File: src/shared/ccr_pkg.sv
// Package: register indices, field layouts and capability values
package ccr_pkg;
    // Register indices used by the register read and write instructions
    localparam logic [31:0] IDX_SIGNATURE = 32'h0000_008b;
    localparam logic [31:0] IDX_SMM_CFG   = 32'h0000_009b;
    localparam logic [31:0] IDX_PMC0      = 32'h0000_00c1;
    localparam logic [31:0] IDX_PMC1      = 32'h0000_00c2;
    localparam logic [31:0] IDX_REF_FREQ  = 32'h0000_00e7;
    localparam logic [31:0] IDX_ACT_FREQ  = 32'h0000_00e8;
    localparam logic [31:0] IDX_RANGE_CAP = 32'h0000_00fe;
    localparam logic [31:0] IDX_SYSCALL   = 32'h0000_0174;
    // Register width and counter count
    localparam int DATA_W  = 64;
    localparam int NUM_PMC = 2;
    // Signature field: upper half holds the loaded update signature
    localparam int SIG_LSB = 32;
    localparam int SIG_W   = 32;
    // Monitor configuration fields
    localparam int SMM_VALID_BIT = 0;
    localparam int SMM_BASE_LSB  = 12;
    localparam int SMM_BASE_W    = 20;
    // Code selector field
    localparam int SEL_W = 16;
    // Capability layout
    localparam int CAP_FIXED_BIT = 8;
    localparam int CAP_COMB_BIT  = 10;
    // Capability values of this processor
    localparam logic [7:0] CAP_VAR_COUNT = 8'h08;
    localparam logic       CAP_FIXED_SUP = 1'b1;
    localparam logic       CAP_COMB_SUP  = 1'b1;
    // Reset value and all-ones wrap compare value
    localparam logic [DATA_W-1:0] ZERO_64 = 64'h0000_0000_0000_0000;
    localparam logic [DATA_W-1:0] ONES_64 = 64'hffff_ffff_ffff_ffff;
endpackage

File: src/shared/ccr_cnt_if.sv
// Interface between the register bank and the frequency counter pair
`timescale 1ns/1ps
interface ccr_cnt_if;
    import ccr_pkg::*;
    logic              c0_active;  // Processor in active state
    logic              ref_tick;   // Reference rate tick
    logic              clr_ref;    // Software write clears reference count
    logic              clr_act;    // Software write clears actual count
    logic [DATA_W-1:0] ref_count;  // Reference-frequency count
    logic [DATA_W-1:0] act_count;  // Actual-frequency count
    // Bank side drives controls and reads counts
    modport bank (output c0_active, ref_tick, clr_ref, clr_act,
                  input  ref_count, act_count);
    // Counter side
    modport cnt  (input  c0_active, ref_tick, clr_ref, clr_act,
                  output ref_count, act_count);
endinterface

File: src/hdl/ccr_regs.sv
// Configuration and counter register bank reached by register index
// Contract
// - Identification leaf 1 loads update signature
// - No update loaded leaves signature unchanged (zero after a pre-zero)
// - Signature writes blocked during guest transfer
// - Monitor config: valid bit, segment base
// - Reference counter counts ticks in active
// - Reference cleared by write or wrap
// - Actual counter counts active core cycles
// - Actual cleared by write or wrap
// - Capability low byte gives variable ranges
// - Capability bit 8 flags fixed ranges
// - Capability bit 10 flags write combining
`timescale 1ns/1ps
module ccr_regs
    import ccr_pkg::*;
(
    // Clock and reset
    input  wire logic              core_clk_in,
    input  wire logic              sys_rst_in,
    // Register instruction port
    input  wire logic [31:0]       reg_index_in,
    input  wire logic              reg_wr_en_in,
    input  wire logic              reg_rd_en_in,
    input  wire logic [DATA_W-1:0] reg_wr_data_in,
    output logic      [DATA_W-1:0] reg_rd_data_out,
    output logic                   reg_rd_valid_out,
    output logic                   reg_fault_out,
    // Processor state
    input  wire logic              c0_active_in,
    input  wire logic              ref_tick_in,
    input  wire logic              guest_xfer_in,
    input  wire logic              ident_leaf1_in,
    // Microcode update status
    input  wire logic              update_loaded_in,
    input  wire logic [SIG_W-1:0]  update_sig_in,
    // Performance events, one per counter
    input  wire logic [NUM_PMC-1:0] perf_event_in,
    // Monitor configuration and fast system call selector seen by the core
    output logic                   smm_valid_out,
    output logic [SMM_BASE_W-1:0]  monitor_segment_base_out,
    output logic [SEL_W-1:0]       syscall_selector_out
);
    // Link to the frequency counter pair
    ccr_cnt_if cnt_link ();

    // Stored signature field
    logic [SIG_W-1:0]      sig_reg;
    logic [SIG_W-1:0]      sig_next;
    // Monitor configuration fields
    logic                  smm_valid_reg;
    logic [SMM_BASE_W-1:0] smm_base_reg;
    // Fast system call selector
    logic [SEL_W-1:0]      sel_reg;
    // General performance counters
    logic [DATA_W-1:0]     pmc_reg  [NUM_PMC];
    logic [DATA_W-1:0]     pmc_next [NUM_PMC];
    // Read return path
    logic [DATA_W-1:0]     rd_data_reg;
    logic                  rd_valid_reg;
    logic                  fault_reg;

    // Index decode, one wire per register
    logic hit_sig;    // Signature register selected
    logic hit_smm;    // Monitor configuration selected
    logic hit_pmc0;   // Counter 0 selected
    logic hit_pmc1;   // Counter 1 selected
    logic hit_ref;    // Reference-frequency counter selected
    logic hit_act;    // Actual-frequency counter selected
    logic hit_cap;    // Capability register selected
    logic hit_sel;    // Code selector selected
    logic hit_any;    // Any implemented index
    logic access;     // Read or write issued this cycle

    assign hit_sig  = (reg_index_in == IDX_SIGNATURE);
    assign hit_smm  = (reg_index_in == IDX_SMM_CFG);
    assign hit_pmc0 = (reg_index_in == IDX_PMC0);
    assign hit_pmc1 = (reg_index_in == IDX_PMC1);
    assign hit_ref  = (reg_index_in == IDX_REF_FREQ);
    assign hit_act  = (reg_index_in == IDX_ACT_FREQ);
    assign hit_cap  = (reg_index_in == IDX_RANGE_CAP);
    assign hit_sel  = (reg_index_in == IDX_SYSCALL);
    assign hit_any  = hit_sig | hit_smm | hit_pmc0 | hit_pmc1 |
                      hit_ref | hit_act | hit_cap | hit_sel;
    assign access   = reg_wr_en_in | reg_rd_en_in;

    // Write strobes per register
    logic wr_sig;     // Signature write accepted
    logic wr_smm;     // Monitor configuration write
    logic wr_sel;     // Selector write
    logic [NUM_PMC-1:0] wr_pmc;  // Counter writes
    // Writes to the capability register are ignored; it is read-only

    assign wr_sig    = reg_wr_en_in & hit_sig & ~guest_xfer_in;
    assign wr_smm    = reg_wr_en_in & hit_smm;
    assign wr_sel    = reg_wr_en_in & hit_sel;
    assign wr_pmc[0] = reg_wr_en_in & hit_pmc0;
    assign wr_pmc[1] = reg_wr_en_in & hit_pmc1;

    // Frequency counter controls
    assign cnt_link.c0_active = c0_active_in;
    assign cnt_link.ref_tick  = ref_tick_in;
    assign cnt_link.clr_ref   = reg_wr_en_in & hit_ref;
    assign cnt_link.clr_act   = reg_wr_en_in & hit_act;

    // Counter pair lives in its own module
    ccr_freq_counters u_freq
    (
        .core_clk_in (core_clk_in),
        .sys_rst_in  (sys_rst_in),
        .cnt         (cnt_link.cnt)
    );

    // Signature next value. The identification event wins over a
    // same-cycle software write, so a pre-zero cannot mask the result.
    // leaf 1 captures update signature
    assign sig_next = ident_leaf1_in ?
                      (update_loaded_in ? update_sig_in : sig_reg) :
                      wr_sig ? reg_wr_data_in[SIG_LSB +: SIG_W] : sig_reg;

    // Signature register
    always_ff @(posedge core_clk_in or posedge sys_rst_in)
    begin
        if (sys_rst_in)
        begin
            sig_reg <= ZERO_64[SIG_W-1:0];
        end
        else
        begin
            sig_reg <= sig_next;
        end
    end

    // Monitor configuration; reserved bits are not stored
    always_ff @(posedge core_clk_in or posedge sys_rst_in)
    begin
        if (sys_rst_in)
        begin
            smm_valid_reg <= 1'b0;
            smm_base_reg  <= ZERO_64[SMM_BASE_W-1:0];
        end
        else if (wr_smm)
        begin
            smm_valid_reg <= reg_wr_data_in[SMM_VALID_BIT];
            smm_base_reg  <= reg_wr_data_in[SMM_BASE_LSB +: SMM_BASE_W];
        end
    end

    // Fast system call code selector, low field only
    always_ff @(posedge core_clk_in or posedge sys_rst_in)
    begin
        if (sys_rst_in)
        begin
            sel_reg <= ZERO_64[SEL_W-1:0];
        end
        else if (wr_sel)
        begin
            sel_reg <= reg_wr_data_in[SEL_W-1:0];
        end
    end

    // General performance counters, one per generate entry.
    // A write in the same cycle as an event takes the written value;
    // the event is dropped, which matches a counter being reloaded.
    genvar gi;
    generate
        for (gi = 0; gi < NUM_PMC; gi++)
        begin : g_pmc
            assign pmc_next[gi] = wr_pmc[gi] ? reg_wr_data_in :
                                  perf_event_in[gi] ? pmc_reg[gi] + 64'h1 :
                                  pmc_reg[gi];

            // Counter storage
            always_ff @(posedge core_clk_in or posedge sys_rst_in)
            begin
                if (sys_rst_in)
                begin
                    pmc_reg[gi] <= ZERO_64;
                end
                else
                begin
                    pmc_reg[gi] <= pmc_next[gi];
                end
            end
        end
    endgenerate

    // Read views of each register, reserved bits as zero
    logic [DATA_W-1:0] view_sig;   // Signature view
    logic [DATA_W-1:0] view_smm;   // Monitor configuration view
    logic [DATA_W-1:0] view_cap;   // Capability view
    logic [DATA_W-1:0] view_sel;   // Selector view
    logic [DATA_W-1:0] rd_mux;     // Selected read value

    assign view_sig = {sig_reg, ZERO_64[SIG_LSB-1:0]};
    assign view_smm = {ZERO_64[DATA_W-1:SMM_BASE_LSB+SMM_BASE_W],
                       smm_base_reg,
                       ZERO_64[SMM_BASE_LSB-1:SMM_VALID_BIT+1],
                       smm_valid_reg};
    assign view_sel = {ZERO_64[DATA_W-1:SEL_W], sel_reg};
    assign view_cap = {ZERO_64[DATA_W-1:CAP_COMB_BIT+1],
                       CAP_COMB_SUP,
                       1'b0,
                       CAP_FIXED_SUP,
                       CAP_VAR_COUNT};

    // Read selection; unmapped indices return zero
    assign rd_mux = hit_sig  ? view_sig :
                    hit_smm  ? view_smm :
                    hit_pmc0 ? pmc_reg[0] :
                    hit_pmc1 ? pmc_reg[1] :
                    hit_ref  ? cnt_link.ref_count :
                    hit_act  ? cnt_link.act_count :
                    hit_cap  ? view_cap :
                    hit_sel  ? view_sel : ZERO_64;

    // Read data registered; returned one cycle after the request.
    // Counters are sampled before this cycle's update.
    always_ff @(posedge core_clk_in or posedge sys_rst_in)
    begin
        if (sys_rst_in)
        begin
            rd_data_reg  <= ZERO_64;
            rd_valid_reg <= 1'b0;
        end
        else
        begin
            rd_data_reg  <= reg_rd_en_in ? rd_mux : rd_data_reg;
            rd_valid_reg <= reg_rd_en_in;
        end
    end

    // Fault pulse for an unimplemented index, as the core would trap
    always_ff @(posedge core_clk_in or posedge sys_rst_in)
    begin
        if (sys_rst_in)
        begin
            fault_reg <= 1'b0;
        end
        else
        begin
            fault_reg <= access & ~hit_any;
        end
    end

    // Outputs
    assign reg_rd_data_out          = rd_data_reg;
    assign reg_rd_valid_out         = rd_valid_reg;
    assign reg_fault_out            = fault_reg;
    assign smm_valid_out            = smm_valid_reg;
    assign monitor_segment_base_out = smm_base_reg;
    assign syscall_selector_out     = sel_reg;
endmodule

File: src/hdl/ccr_freq_counters.sv
// Reference- and actual-frequency counters that clear each other on wrap
`timescale 1ns/1ps
module ccr_freq_counters
    import ccr_pkg::*;
(
    // Clock and reset
    input  wire logic core_clk_in,
    input  wire logic sys_rst_in,
    // Bank side
    ccr_cnt_if.cnt    cnt
);
    logic [DATA_W-1:0] ref_reg;   // Reference-frequency count
    logic [DATA_W-1:0] act_reg;   // Actual-frequency count
    logic [DATA_W-1:0] ref_next;  // Next reference count
    logic [DATA_W-1:0] act_next;  // Next actual count
    logic              ref_inc;   // Reference counter steps this cycle
    logic              act_inc;   // Actual counter steps this cycle
    logic              ref_wrap;  // Reference counter rolls over
    logic              act_wrap;  // Actual counter rolls over

    assign ref_inc  = cnt.c0_active & cnt.ref_tick;
    // actual counts every active core cycle
    assign act_inc  = cnt.c0_active;
    assign ref_wrap = ref_inc & (ref_reg == ONES_64);
    assign act_wrap = act_inc & (act_reg == ONES_64);

    assign ref_next = (cnt.clr_ref | act_wrap) ? ZERO_64 :
                      ref_inc ? ref_reg + 64'h1 : ref_reg;
    assign act_next = (cnt.clr_act | ref_wrap) ? ZERO_64 :
                      act_inc ? act_reg + 64'h1 : act_reg;

    // Both counters update on the same clock edge so the ratio stays coherent
    always_ff @(posedge core_clk_in or posedge sys_rst_in)
    begin
        if (sys_rst_in)
        begin
            ref_reg <= ZERO_64;
            act_reg <= ZERO_64;
        end
        else
        begin
            ref_reg <= ref_next;
            act_reg <= act_next;
        end
    end

    assign cnt.ref_count = ref_reg;
    assign cnt.act_count = act_reg;
endmodule

File: config.mk
export PLATFORM = sky130hd
export DESIGN_NAME = ccr_regs
export DESIGN_NICKNAME = d
export VERILOG_FILES = /design/src/shared/ccr_pkg.sv /design/src/shared/ccr_cnt_if.sv /design/src/hdl/ccr_regs.sv /design/src/hdl/ccr_freq_counters.sv
export SDC_FILE = /design/constraint.sdc
export NUM_CORES = 1
export LEC_CHECK = 0
export BUFFER_PORTS_ARGS = -buffer_cell sky130_fd_sc_hd__buf_2
export CORE_MARGIN = 1
export CORE_UTILIZATION = 35
export CTS_BUF_LIST = sky130_fd_sc_hd__clkbuf_4 sky130_fd_sc_hd__clkbuf_8 sky130_fd_sc_hd__clkbuf_16
export DETAILED_ROUTE_END_ITERATION = 10
export PLACE_DENSITY_LB_ADDON = 0.15
export REMOVE_ABC_BUFFERS = 1
export SLEW_MARGIN = 20
export SYNTH_ARGS = -nofsm -noshare
export SYNTH_HDL_FRONTEND = slang
export SYNTH_SLANG_ARGS = --single-unit
File: constraint.sdc
create_clock -name core_clk_in -period 32.6 [get_ports core_clk_in]
set_input_delay 8.15 -clock core_clk_in [delete_from_list [all_inputs] [get_ports core_clk_in]]
set_output_delay 8.15 -clock core_clk_in [all_outputs]
set_load 0.005 [all_outputs]
# Yosys cells after proc, flatten, opt, wreduce, memory -nomap -nowiden
# Cells that the tools add are included.
word_totals:
  word_cells: 75
  romBits: 0
  reg_bits: 391
  in_bits: 139
  latch_bits: 0
  mem_count: 0
  ramBits: 0
  output_inout_bits: 103
classes:
  magnitude_cmp: 0
  mul: 0
  n_reduce_logical: 6
  n_eq_ne: 11
  div: 0
  bitwise_logic: 24
  addsub: 4
  n_shift: 0
  n_mux: 19
ops:
  columns: ["cell", "n"]
  rows:
  - ["64-bit two-way mux", 14]
  - ["64-bit by 1-bit adder with 64-bit output (second input constant)", 4]
  - ["32-bit by 8-bit == test with 1-bit output (second input constant)", 7]
  - ["64-bit == test (second input constant)", 2]
  - ["32-bit two-way mux", 3]
  - ["32-bit by 9-bit == test with 1-bit output (second input constant)", 1]
  - ["16-bit two-way mux", 2]
  - ["1-bit bitwise AND", 12]
  - ["1-bit OR", 10]
  - ["2-bit nonzero test", 5]
  - ["2-bit by 1-bit != test with 1-bit output (second input constant)", 1]
  - ["1-bit NOT", 2]
  - ["2-bit AND reduction", 1]

# Logic depth before layout (Yosys ltp)
# Gate-level depths: netlist of the first run.
logic_depth:
  ltp_word: 10
  depth_mapped: 9

# Cells and area by module
# From an unflattened synthesis of the first run, not the netlist that was laid out.
unflattened:
  cells_unflattened: 2295
  area_unflattened_um2: 21463.1
modules_own_cells:
  columns: ["module", "seq_area_each_um2", "area_each_um2", "cells_each", "instances"]
  rows:
  - ["ccr_regs", 6581.3, 14606.5, 1563, 1]
  - ["ccr_freq_counters", 3203.1, 6856.6, 732, 1]

# Least setup slack after synthesis of the first run
# Ideal clock, no wire load.
synth_timing:
  path_kind: "input -> register"
  from: "in reg_index_in[9]"
  to: "reg rd_data_reg[32], in the netlist reg_rd_data_out[32]"
  setup_time_ps: 150
  arrival_time_ps: 10051
  path_buffers: 3
  cell_stages: 8
  slack_ps: 22399
  t_required_ps: 32450
  cell_sequence: "or4_1 nand2b_4 buf_6 or4_4 buf_6 buf_6 o21ai_1 a41oi_1"
synth_between:
  elab_chain_cells: 7
  word_cells_on_any_way: 12
  cone_classes: "eq/ne (6); mux (6)"
synth_rtl:
  columns: ["element", "line_no", "text"]
  rows:
  - ["start, declared", "ccr_regs.sv:22", "input wire logic [31:0] reg_index_in,"]
  - ["32-bit by 8-bit == test with 1-bit output", "ccr_regs.sv:80", "assign hit_act = (reg_index_in == IDX_ACT_FREQ);"]
  - ["64-bit two-way mux", "ccr_regs.sv:213", "hit_act ? cnt_link.act_count :"]
  - ["64-bit two-way mux", "ccr_regs.sv:212", "hit_ref ? cnt_link.ref_count :"]
  - ["64-bit two-way mux", "ccr_regs.sv:211", "hit_pmc1 ? pmc_reg[1] :"]
  - ["64-bit two-way mux", "ccr_regs.sv:210", "hit_pmc0 ? pmc_reg[0] :"]
  - ["64-bit two-way mux", "ccr_regs.sv:209", "hit_smm ? view_smm :"]
  - ["64-bit two-way mux (*)", "ccr_regs.sv:208", "assign rd_mux = hit_sig ? view_sig :"]
  - ["end signal, assigned", "ccr_regs.sv:228", "rd_data_reg <= reg_rd_en_in ? rd_mux : rd_data_reg;"]
  - ["end, declared", "ccr_regs.sv:59", "logic [DATA_W-1:0] rd_data_reg;"]
# Mark *: on every way between the ends. The rest lies on a longest branch, timed or not.
# A chain may end at the register's enable or synchronous reset.

# Worst setup path in the final report of the first run
layout_timing:
  from: "in reg_index_in[17]"
  to: "reg pmc_reg[17] (netlist name)"
layout_between:
  elab_chain_cells: 3
  word_cells_on_any_way: 4
  cone_classes: "eq/ne (1); mux (1); bitwise (1); reduce/logical (1)"
layout_rtl:
  columns: ["element", "line_no", "text"]
  rows:
  - ["32-bit by 8-bit == test with 1-bit output (*)", "ccr_regs.sv:78", "assign hit_pmc1 = (reg_index_in == IDX_PMC1);"]
  - ["1-bit bitwise AND (*)", "ccr_regs.sv:98", "assign wr_pmc[1] = reg_wr_en_in & hit_pmc1;"]
  - ["64-bit two-way mux or 2-bit nonzero test (tied branches)", null, null]
  - ["end signal, assigned by index", "ccr_regs.sv:182", "pmc_reg[gi] <= pmc_next[gi];"]
  - ["end, declared", "ccr_regs.sv:56", "logic [DATA_W-1:0] pmc_reg [NUM_PMC];"]
# Marked as above.

==> out/results.txt, run 1 <==
The flow ran to the end, and the final reports show no timing, DRC or antenna violations. Placement row count: 90. The standby leakage power is 0.0110 uW, and the count of pins on the block boundary is 242.

The top cell type by area accounts for 45.2% of the synthesized area. In this run, post-CTS repair resized a total of 0 instances. Yosys attributes the largest share of cell area to sky130_fd_sc_hd__dfrtp_1 45%, sky130_fd_sc_hd__xnor2_1 6.5%, sky130_fd_sc_hd__nor2_1 5.8%.

Entering global routing, the biggest net connects 163 pins. The via count of the first global-routing pass is 18200, and the async set-reset flop share out of synthesis is 100%. The minimum clock period after layout was 11.46 ns; the number of enable-type register cells in the synthesized netlist was 0.

The final-layout fill cell count was 6084. The clock transition time at the flip-flop clock pins of the worst setup and hold paths was 0.06 ns; the number of setup violations in the final report was 0. TritonCTS built the clock tree.

Number of antenna repair diodes: 0. Of all cell types, the one taking the most synthesized area is sky130_fd_sc_hd__dfrtp_1. The floorplan step defined a core boundary enclosing 60800 sq um. Highest clock rate: 87.2 MHz. Along the worst path, the maximum fanout reaches 95.

STA classifies the critical path endpoint as a flip-flop. The relative slew slack was 28.4%; the total power density per cell area was 48.2 nW/um^2. VDD sags by at most 33.8 uV. Clock tree synthesis found a total of 391 sinks. The total track usage is 23.3%, and the clock network latency to the later pin of the worst-skew pair is 0.60 ns. Synthesis handed over a netlist of 2280 instances. For this block, the initial DRC count from the detailed router was 1468. The required arrival time at the worst endpoint was 33.07 ns.

The number of cells on the worst reg-to-reg path is 7. The die area is 62900 sq um, and the actual transition at the worst max-transition pin is 1.07 ns. The pre-CTS setup slack came out at 20.58 ns. The clock tree synthesis step divided the H-tree into 2 levels. Data on the critical path arrives at its endpoint at 11.94 ns.

Once the clock tree was built, the setup fixing pass inserted 0 buffers. Counting flops and latches in the post-synthesis netlist gives 391. Buffers inserted during clock tree synthesis total 49. Compared with the post-synthesis result, the final layout area differs by 15.9%. The clock passes through at most 3 buffers.

During synthesis, Yosys emitted a total of 0 warnings. The tools report the initial antenna violation count as 2. The initial utilization of the core area, before any placement, comes to 35.6%. At the end of routability-driven placement, the weighted congestion stood at 0.886.

Each instance of the synthesized netlist takes up on average 9.50 sq um. The run gives 21.14 ns as the final critical-path setup slack. The register cell area after layout is 9780 sq um, and the horizontal die dimension is 251 um. The run gives 2611 as the post-layout net count.

The multi-input combinational cells in the finished layout cover a total of 11100 sq um. The tool flagged a number of max-cap violations equal to 0. For this run the aggregate overflow at the end of global routing stands at 0. Most common cell after layout, fill and taps aside: sky130_fd_sc_hd__dfrtp_1. The tightest min-delay check is of the flip-flop to flip-flop type. Summed over all failing endpoints, the final setup total negative slack is 0 ns. In the routed layout, each cell is associated on average with a via count of 5.61. In the layout the commonest cells are 391 x sky130_fd_sc_hd__dfrtp_1, 332 x sky130_fd_sc_hd__nor2_1, 240 x sky130_fd_sc_hd__buf_2, 177 x sky130_fd_sc_hd__a21oi_1, 169 x sky130_fd_sc_hd__nand2_1. The total half-perimeter wirelength after legalization and detailed placement came out at 52400 um. The setup path with the least slack is of type input pin to flip-flop. The residual antenna-violating net count after detailed routing was 0; the distinct cell type count of the synthesized netlist was 68.

Sequential elements use 45.2% of the synthesized area. The routed wirelength normalized by instance count works out to 22.3 um. Clock tree synthesis selected as its root buffer the cell sky130_fd_sc_hd__clkbuf_16. Cts-stage hold buffer count: 0. The die span in y works out to 251 um. Across the routed clock network, the largest skew measured is 0.0221 ns. The total count of max-transition violations in the final report is 0, and the number of input and output port buffers inserted is 241.

Routed wire length: 73300 um. Of the cells placed in the final design, the portion with a size suffix greater than 1 is 19.0%. The routed layout has 18400 vias.

The mapped netlist covers 21700 sq um. Count of cells along the worst hold path: 1. Predominant post-synthesis flop cell: sky130_fd_sc_hd__dfrtp_1. Global-route wire length before repair: 113000 um. The run gives 0 as the hold violation total from the final report. Before antenna repair, the detailed router went through 6 iterations. Setup repair after global routing left no endpoint under its margin.

Post-detailed-route DRC marker count: 0. Of the available clock period, the critical path in the final layout requires 35.2%. Flip-flop count of the largest register after layout: 128.

The worst setup path is launched from an input pin.
## path summary, 6_finish.rpt
path | start | end | slack, ns
worst max-delay path | reg_index_in[17] | pmc_reg[17] | 21.14
worst min-delay path | reg_rd_data_out[4] | reg_rd_data_out[4] | 0.48
worst max register to register | u_freq.cnt.ref_count[4] | u_freq.cnt.act_count[63] | 29.05
worst min register to register | reg_rd_data_out[4] | reg_rd_data_out[4] | 0.48
max in group asynchronous | sys_rst_in | reg_rd_data_out[1] | 22.63
min in group asynchronous | sys_rst_in | reg_rd_data_out[23] | 7.65
## stage by stage
stage	util (%)	total power [uW]	hold WS, ns	cell area (sq um)	instances
floorplan	-	600	0.456	21000	2149
global placement	38.5	645	0.473	23400	3199
detailed placement	38.5	648	0.463	23400	3199
CTS	41.3	1230	0.485	25100	3287
global route	41.3	1260	0.502	25100	3287
finish	41.3	1210	0.478	25100	3287
## final cells by class
cell class	instances	area share (%)
Inverter	36	0.568
Multi-Input combinational cell	1722	44.2
Clock buffer	75	6.03
Tap cell	782	3.89
Clock inverter	13	0.722
Timing Repair Buffer	268	5.67
Sequential cell	391	38.9
## cell usage after synthesis (17+ instances only)
| cell | number |
|---|---|
| sky130_fd_sc_hd__dfrtp_1 | 391 |
| sky130_fd_sc_hd__nor2_1 | 332 |
| sky130_fd_sc_hd__a21oi_1 | 178 |
| sky130_fd_sc_hd__nand2_1 | 169 |
| sky130_fd_sc_hd__xnor2_1 | 162 |
| sky130_fd_sc_hd__nand3_1 | 115 |
| sky130_fd_sc_hd__xor2_1 | 88 |
| sky130_fd_sc_hd__nor3_1 | 75 |
| sky130_fd_sc_hd__nand4_1 | 65 |
| sky130_fd_sc_hd__mux2_2 | 62 |
| sky130_fd_sc_hd__clkbuf_1 | 61 |
| sky130_fd_sc_hd__and3_1 | 52 |
| sky130_fd_sc_hd__o21ai_1 | 49 |
| sky130_fd_sc_hd__mux2_1 | 41 |
| sky130_fd_sc_hd__nor4_1 | 40 |
| sky130_fd_sc_hd__buf_2 | 38 |
| sky130_fd_sc_hd__a221o_1 | 36 |
| sky130_fd_sc_hd__a221oi_1 | 35 |
| sky130_fd_sc_hd__inv_1 | 35 |
| sky130_fd_sc_hd__and4_1 | 33 |
| sky130_fd_sc_hd__o21ai_0 | 23 |
| sky130_fd_sc_hd__a41oi_1 | 17 |
| sky130_fd_sc_hd__buf_4 | 17 |
## cell families (layout without fill, tap and decap cells)
kind of cell / Yosys count / count (layout) / synth area share [%]
XOR/XNOR: 250 / 250 / 10.1
AND/OR/NAND/NOR: 962 / 962 / 22.8
buffers and inverters: 167 / 392 / 3.82
flip-flops: 391 / 391 / 45.2
multiplexers: 106 / 106 / 5.49
AO/OA/AOI/OAI: 400 / 400 / 12.4
adder cells (fa/ha/maj): 4 / 4 / 0.231
## power by group
group	leakage, uW	switching [uW]	internal, uW
clock	0.000849	222	351
sequential	0.00525	32.8	512
combinational	0.00491	54.0	39.6
total	0.0110	309	902
## metal layers
| metal | vias up | part of all wire (%) | track usage, % |
|---|---|---|---|
| met5 | - | 0.018 | 0 |
| met4 | 2 | 1.6 | 5.03 |
| met3 | 73 | 5.8 | 3.74 |
| met2 | 535 | 47 | 37.5 |
| met1 | 9239 | 46 | 33.0 |
| li1 | 8588 | - | - |
## critical path: stages
cell	delay, ns
sky130_fd_sc_hd__buf_2	0.11
sky130_fd_sc_hd__nor4_2	0.30
sky130_fd_sc_hd__nand4_1	0.86
sky130_fd_sc_hd__nor4_4	0.53
sky130_fd_sc_hd__buf_4	0.59
sky130_fd_sc_hd__nand2_4	0.36
sky130_fd_sc_hd__buf_4	0.51
sky130_fd_sc_hd__mux2_1	0.44
Note: power is estimated with default switching activity, not from simulation.
==> inputs of run 2 (changes only) <==
- clock period: 32.6 -> 9.5 ns (I/O delays scaled with it)
==> out/results.txt, run 2 (synthesis gave the netlist of run 1 again) <==
The run finished with clean final reports. The most common cell after layout, fill and taps aside is sky130_fd_sc_hd__dfrtp_1. Dividing the detail-routed via count by the number of cells gives 5.60.

The final cell utilization of the core came out at 41.2%. The longest clock path from root to sink contains 3 buffers. In this run the count of I/O pins placed on the die edge is 242. For the global-route wire length before repair, the log shows 111000 um.

Once the clock tree was built, the resizer swapped 0 gates to a different size. The run gives 72500 um as the routed wire length. Number of input and output port buffers inserted: 241. The tools report the final-layout fill cell count as 6040. For the worst setup path, the data required time is 9.97 ns. STA puts the critical path data arrival time at 6.12 ns. The floorplan step defined a die boundary enclosing 62900 sq um. In the layout the commonest cells are 391 x sky130_fd_sc_hd__dfrtp_1, 332 x sky130_fd_sc_hd__nor2_1, 240 x sky130_fd_sc_hd__buf_2, 177 x sky130_fd_sc_hd__a21oi_1, 169 x sky130_fd_sc_hd__nand2_1. TritonCTS built the clock tree. The run gives 35.6% as the initial cell density of the core. The cell chosen for the clock root is sky130_fd_sc_hd__clkbuf_16.

For this run, the total global-route usage over all layers was measured as 22.9%. The logs give 1619 for the detailed router's first-iteration violation count and 96 for the pin count of the biggest net entering global routing. The residual antenna-violating net count after detailed routing came out at 0. Summing all multi-input logic gate instances after layout gives 11100 sq um.

In the final routed layout, each cell accounts on average for 22.1 um. In the final timing run, aggregate negative setup slack is 0 ns. The initial antenna violation count came out at 3. Setup repair after global routing left no endpoint under its margin.

The H-tree generated during clock tree synthesis spans 2 levels. The hold violation total from the final report is 0. Final hold analysis gives a worst-case slack of 0.492 ns.

Summing over every cut layer, the via total after detailed routing is 18400. The logs give 0 for the total count of max-transition violations in the final report and 0 for the cts-stage hold buffer count. In this run the worst path has a maximum fanout of 95. The tightest min-delay check is of the flip-flop to flip-flop type. Across the routed clock network, the largest skew measured is 0.0320 ns. After legalization and detailed placement, the total HPWL measured 52100 um. The minimum clock period after layout is 5.65 ns. The via count of the first global-routing pass is 18000, and the register cell area after layout is 9780 sq um. The horizontal die dimension was 251 um; the ratio of final minimum period to clock period was 59.4%. The placer's final routability congestion estimate is 0.889. The total power density per cell area works out to 163 nW/um^2.

The startpoint type of the worst setup path is an input pin. Headroom to the max-slew limit came out at 28.8%. Counting the buffers created by CTS gives 47. Setup violations remaining at the end of the flow were counted as 0. The category of the critical setup timing path was input pin to flip-flop.

The setup fix buffers added after clock tree synthesis is 0. At the pin with the least slew margin, the transition time is 1.07 ns. After clock tree synthesis, the clock-pin slew on the worst setup and hold paths is 0.06 ns. The clock sink count was 391; the highest clock rate was 177 MHz. The first detailed-routing pass ran for 7 iterations. The core region is 60800 sq um. The proportion of layout cells with a drive suffix above 1 came out at 18.9%.

Summed over all cells, the static leakage comes to 0.0110 uW. Post-detailed-route DRC marker count: 0. The worst setup path is captured at a flip-flop. The post-synthesis to final-layout area growth was 15.5%. In this run the core area contains 90 standard-cell rows. Max-cap violations in this run came to 0.

Measured along the y axis, the die boundary spans 251 um. After the last flow step, the layout net total stands at 2612. The clock network latency to the later pin of the worst-skew pair was 0.60 ns. The total congestion overflow was 0; the peak supply drop was 112 uV. The flip-flop count of the largest register after layout was 128.
run 2: final cells by class:
type                            instances  share of cell area, %
Antenna cell                            1                 0.0100
Clock buffer                           68                   5.60
Clock inverter                         14                  0.780
Inverter                               36                  0.570
Multi-Input combinational cell       1722                   44.3
Sequential cell                       391                   39.1
Tap cell                              782                   3.91
Timing Repair Buffer                  271                   5.73
run 2: final timing paths:
check	startpoint	to	slack, ns	cells past startpoint
setup / recovery	reg_index_in[17]	pmc_reg[17]	3.85	8
hold / removal	reg_rd_data_out[7]	reg_rd_data_out[7]	0.49	1
setup reg to reg	u_freq.cnt.ref_count[4]	u_freq.cnt.act_count[17]	6.07	7
hold reg to reg	reg_rd_data_out[7]	reg_rd_data_out[7]	0.49	1
max in group asynchronous	sys_rst_in	u_freq.cnt.ref_count[54]	6.06	3
min in group asynchronous	sys_rst_in	reg_rd_valid_out	1.91	2
run 2: critical path: stages:
cell and delay, ns:
sky130_fd_sc_hd__buf_2 0.10, sky130_fd_sc_hd__nor4_2 0.29, sky130_fd_sc_hd__nand4_1 0.87, sky130_fd_sc_hd__nor4_4 0.51, sky130_fd_sc_hd__buf_4 0.57, sky130_fd_sc_hd__nand2_4 0.36, sky130_fd_sc_hd__buf_4 0.52, sky130_fd_sc_hd__mux2_1 0.44
run 2: routing by layer:
metal	routed length, um	global-route usage (%)
met3	4080	3.44
met1	33400	32.4
met5	8	0
met4	1450	5.70
met2	33500	36.7
run 2: power by group:
group	total, uW	switching (uW)	internal, uW
logic	323	187	136
registers	1870	110	1760
clock network	1880	747	1130
run 2: through the flow:
| step | cell area [sq um] | cells | power, uW | setup WS (ns) |
|---|---|---|---|---|
| 3_5_place_dp | 23400 | 3202 | 2220 | 3.29 |
| 5_1_grt | 25000 | 3285 | 4230 | 3.58 |
| 2_1_floorplan | 21000 | 2149 | 2060 | -3.74 |
| 4_1_cts | 25000 | 3284 | 4110 | 3.93 |
| 6_report | 25000 | 3285 | 4070 | 3.85 |
| 3_3_place_gp | 23400 | 3202 | 2210 | 3.40 |
==> inputs of run 3 (changes only) <==
- clock period: 9.5 -> 5.1 ns (I/O delays scaled with it)
==> out/results.txt, run 3 (synthesis gave the netlist of run 1 again) <==
Final hold analysis gives a worst-case slack of 0.478 ns. Walking the worst path, the cells encountered are buf_2 -> or4_1 -> nand2b_4 -> nor4_4 -> buf_4 -> a221o_1 -> o21ai_0 -> o21ai_1. The routed wirelength normalized by instance count is 22.6 um, and the post-layout net count is 2628. The number of input and output port buffers inserted was 241. The run gives 8.3% as the combinational share of power. In this run, flip-flops and latches consume 46.6% of the power. The initial antenna violation count is 1. For this design the top-level I/O count stands at 242.

For this design the static power due to leakage is 0.0110 uW. Setup repair after global routing left no endpoint under its margin. For the switching power summed over all nets, the log shows 1940 uW.

Clock network latency to the later pin of the worst-skew pair: 0.60 ns. In the final layout, the share of cells above drive strength 1 is 19.3%. Counting along the longest clock path gives a buffer depth of 3. The floorplan has 90 rows. The total power density per cell area is 297 nW/um^2. The ratio of final minimum period to clock period came out at 67.8%.

The clock arrives with 0.0358 ns of skew. The run gives 114 as the pin count of the biggest net entering global routing. Buffers added to address setup during post-CTS repair amount to 0. After legalization and detailed placement, the total HPWL measured 54400 um.

The most critical setup path has its endpoint at reg_rd_data_out[62]. The placer's final routability congestion estimate is 0.911, and the die area is 62900 sq um. The die is 251 um wide.

The die span in y is 251 um, and the minimum clock period after layout is 3.46 ns. Length of the first detailed-routing pass in iterations: 5. The final cell utilization of the core is 41.3%, and the flip-flop count of the largest register after layout is 128. Derived from the worst setup path, the maximum achievable clock frequency is 289 MHz. The detail route stage leaves a number of antenna-violating nets equal to 0. STA classifies the critical path endpoint as a flip-flop. Via count of the first global-routing pass: 18300. Of the total power, the share spent switching nets is 26.1%. The required arrival time at the worst endpoint came out at 5.59 ns. The most common cell after layout, fill and taps aside is sky130_fd_sc_hd__dfrtp_1.

For this design, the sink count on the clock tree is 391. The logs give 5520 uW for the internal cell power and 0 for the hold violation total from the final report. The post-synthesis to final-layout area growth is 16.0%.

In this run the standard cell core region covers 60800 sq um. Tracing the worst setup path back leads to its startpoint at reg_index_in[9]. Beginning of the worst register-to-register path: u_freq.cnt.act_count[11]. The logs give 6066 for the final-layout fill cell count and 0 for the number of antenna repair diodes. The placed instances occupy a cell area of 23600 sq um. The setup path with the least slack is of type input pin to flip-flop. The run finished with clean final reports. After detailed routing, the total wire length is 74700 um. Max-cap violations in this run came to 0.

Across all register-to-register paths, the minimum setup slack is 1.94 ns. The data arrival time at the worst-slack endpoint came out at 3.95 ns. In this design, the stage delay of the slowest critical-path cell is 0.64 ns.

The share of total power in the clock network is 45.0%. The depth of the most critical reg-to-reg path is 6. The cell chosen for the clock root is sky130_fd_sc_hd__clkbuf_16. Post-detailed-route DRC marker count: 0.

TritonCTS built the clock tree. Leaving out fill and tap cells, the most frequent cells in the layout are 391 x sky130_fd_sc_hd__dfrtp_1, 332 x sky130_fd_sc_hd__nor2_1, 240 x sky130_fd_sc_hd__buf_2, 177 x sky130_fd_sc_hd__a21oi_1, 169 x sky130_fd_sc_hd__nand2_1. Once the clock tree was built, the resizer swapped 0 gates to a different size.

The endpoint identified for the worst register-to-register timing path is u_freq.cnt.act_count[49]. Actual transition at the worst max-transition pin: 1.12 ns. The startpoint type of the worst setup path is an input pin. The level count of the clock H-tree is 2.

In the post-route analysis, the smallest setup slack over all paths is 1.64 ns. Once the floorplan was initialized, standard cells occupied 35.6% of the core. The global-route wire length before repair was 114000 um; the peak supply drop was 220 uV. Along the worst path, the maximum fanout reaches 49.

The run gives 24.8% as the relative slew slack. The clock transition time at the flip-flop clock pins of the worst setup and hold paths works out to 0.06 ns. The via density per instance is 5.65, and the pre-CTS setup slack is 1.06 ns.

After clock tree synthesis, the flow added hold-fix buffers numbering 0. The path class of the tightest hold or removal check is flip-flop to flip-flop. The total count of max-transition violations in the final report is 0. The finished cells cover 25100 sq um. The number of setup violations in the final report came out at 0.

In the global route stage, overall resource usage came out at 23.7%. The detailed router's first-iteration violation count is 1683, and the total clock buffers created by CTS is 46. The logs give 0 for the total congestion overflow and 18600 for the number of vias in the routed layout. Among all stages on the critical path, the largest delay is contributed by sky130_fd_sc_hd__buf_4.
[run 3: power by group through the flow]
stage | clock, uW | sequential (uW) | combinational, uW
2_1_floorplan | 0 | 3470 | 366
3_3_place_gp | 0 | 3530 | 617
3_5_place_dp | 0 | 3530 | 630
4_1_cts | 3440 | 3480 | 634
5_1_grt | 3550 | 3500 | 697
6_report | 3360 | 3480 | 623
[run 3: worst min path at each step]
stage	startpoint	to	slack (ns)	depth (start not counted)
6_report	reg_rd_data_out[6]	reg_rd_data_out[6]	0.48	1
5_1_grt	reg_rd_data_out[6]	reg_rd_data_out[6]	0.49	1
4_1_cts	reg_rd_data_out[6]	reg_rd_data_out[6]	0.48	1
3_5_place_dp	reg_rd_data_out[6]	reg_rd_data_out[6]	0.47	1
3_3_place_gp	reg_rd_data_out[9]	reg_rd_data_out[9]	0.46	1
2_1_floorplan	sig_reg[10]	sig_reg[10]	0.46	1
[run 3: metrics by stage]
step | cells | TNS (ns) | power [uW]
floorplan | 2149 | -2794.27 | 3830
global placement | 3219 | 0 | 4140
detailed placement | 3219 | 0 | 4160
CTS | 3300 | 0 | 7550
global route | 3300 | 0 | 7750
finish | 3300 | 0 | 7460
[run 3: layout make-up]
class	instances	area, sq um	area share (%)
clock buffers	70	1390	5.54
clock inverters	11	126	0.503
inverters	36	143	0.567
multi-input cells	1722	11100	44.1
flip-flops and latches	391	9780	38.9
well taps	782	978	3.89
repair buffers	288	1640	6.51
[run 3: critical path, delay by kind of cell]
kind            cells  cell delay, ns
simple gates        3            1.22
compound gates      3            0.66
buf+inv             2            0.73
[run 3: per-layer routing]
layer	vias up	track usage [%]	part of all wire, %
met5	-	0	0
met4	0	7.08	2.7
met3	109	2.86	5.1
met2	579	38.3	47
met1	9350	33.0	45
li1	8605	-	-
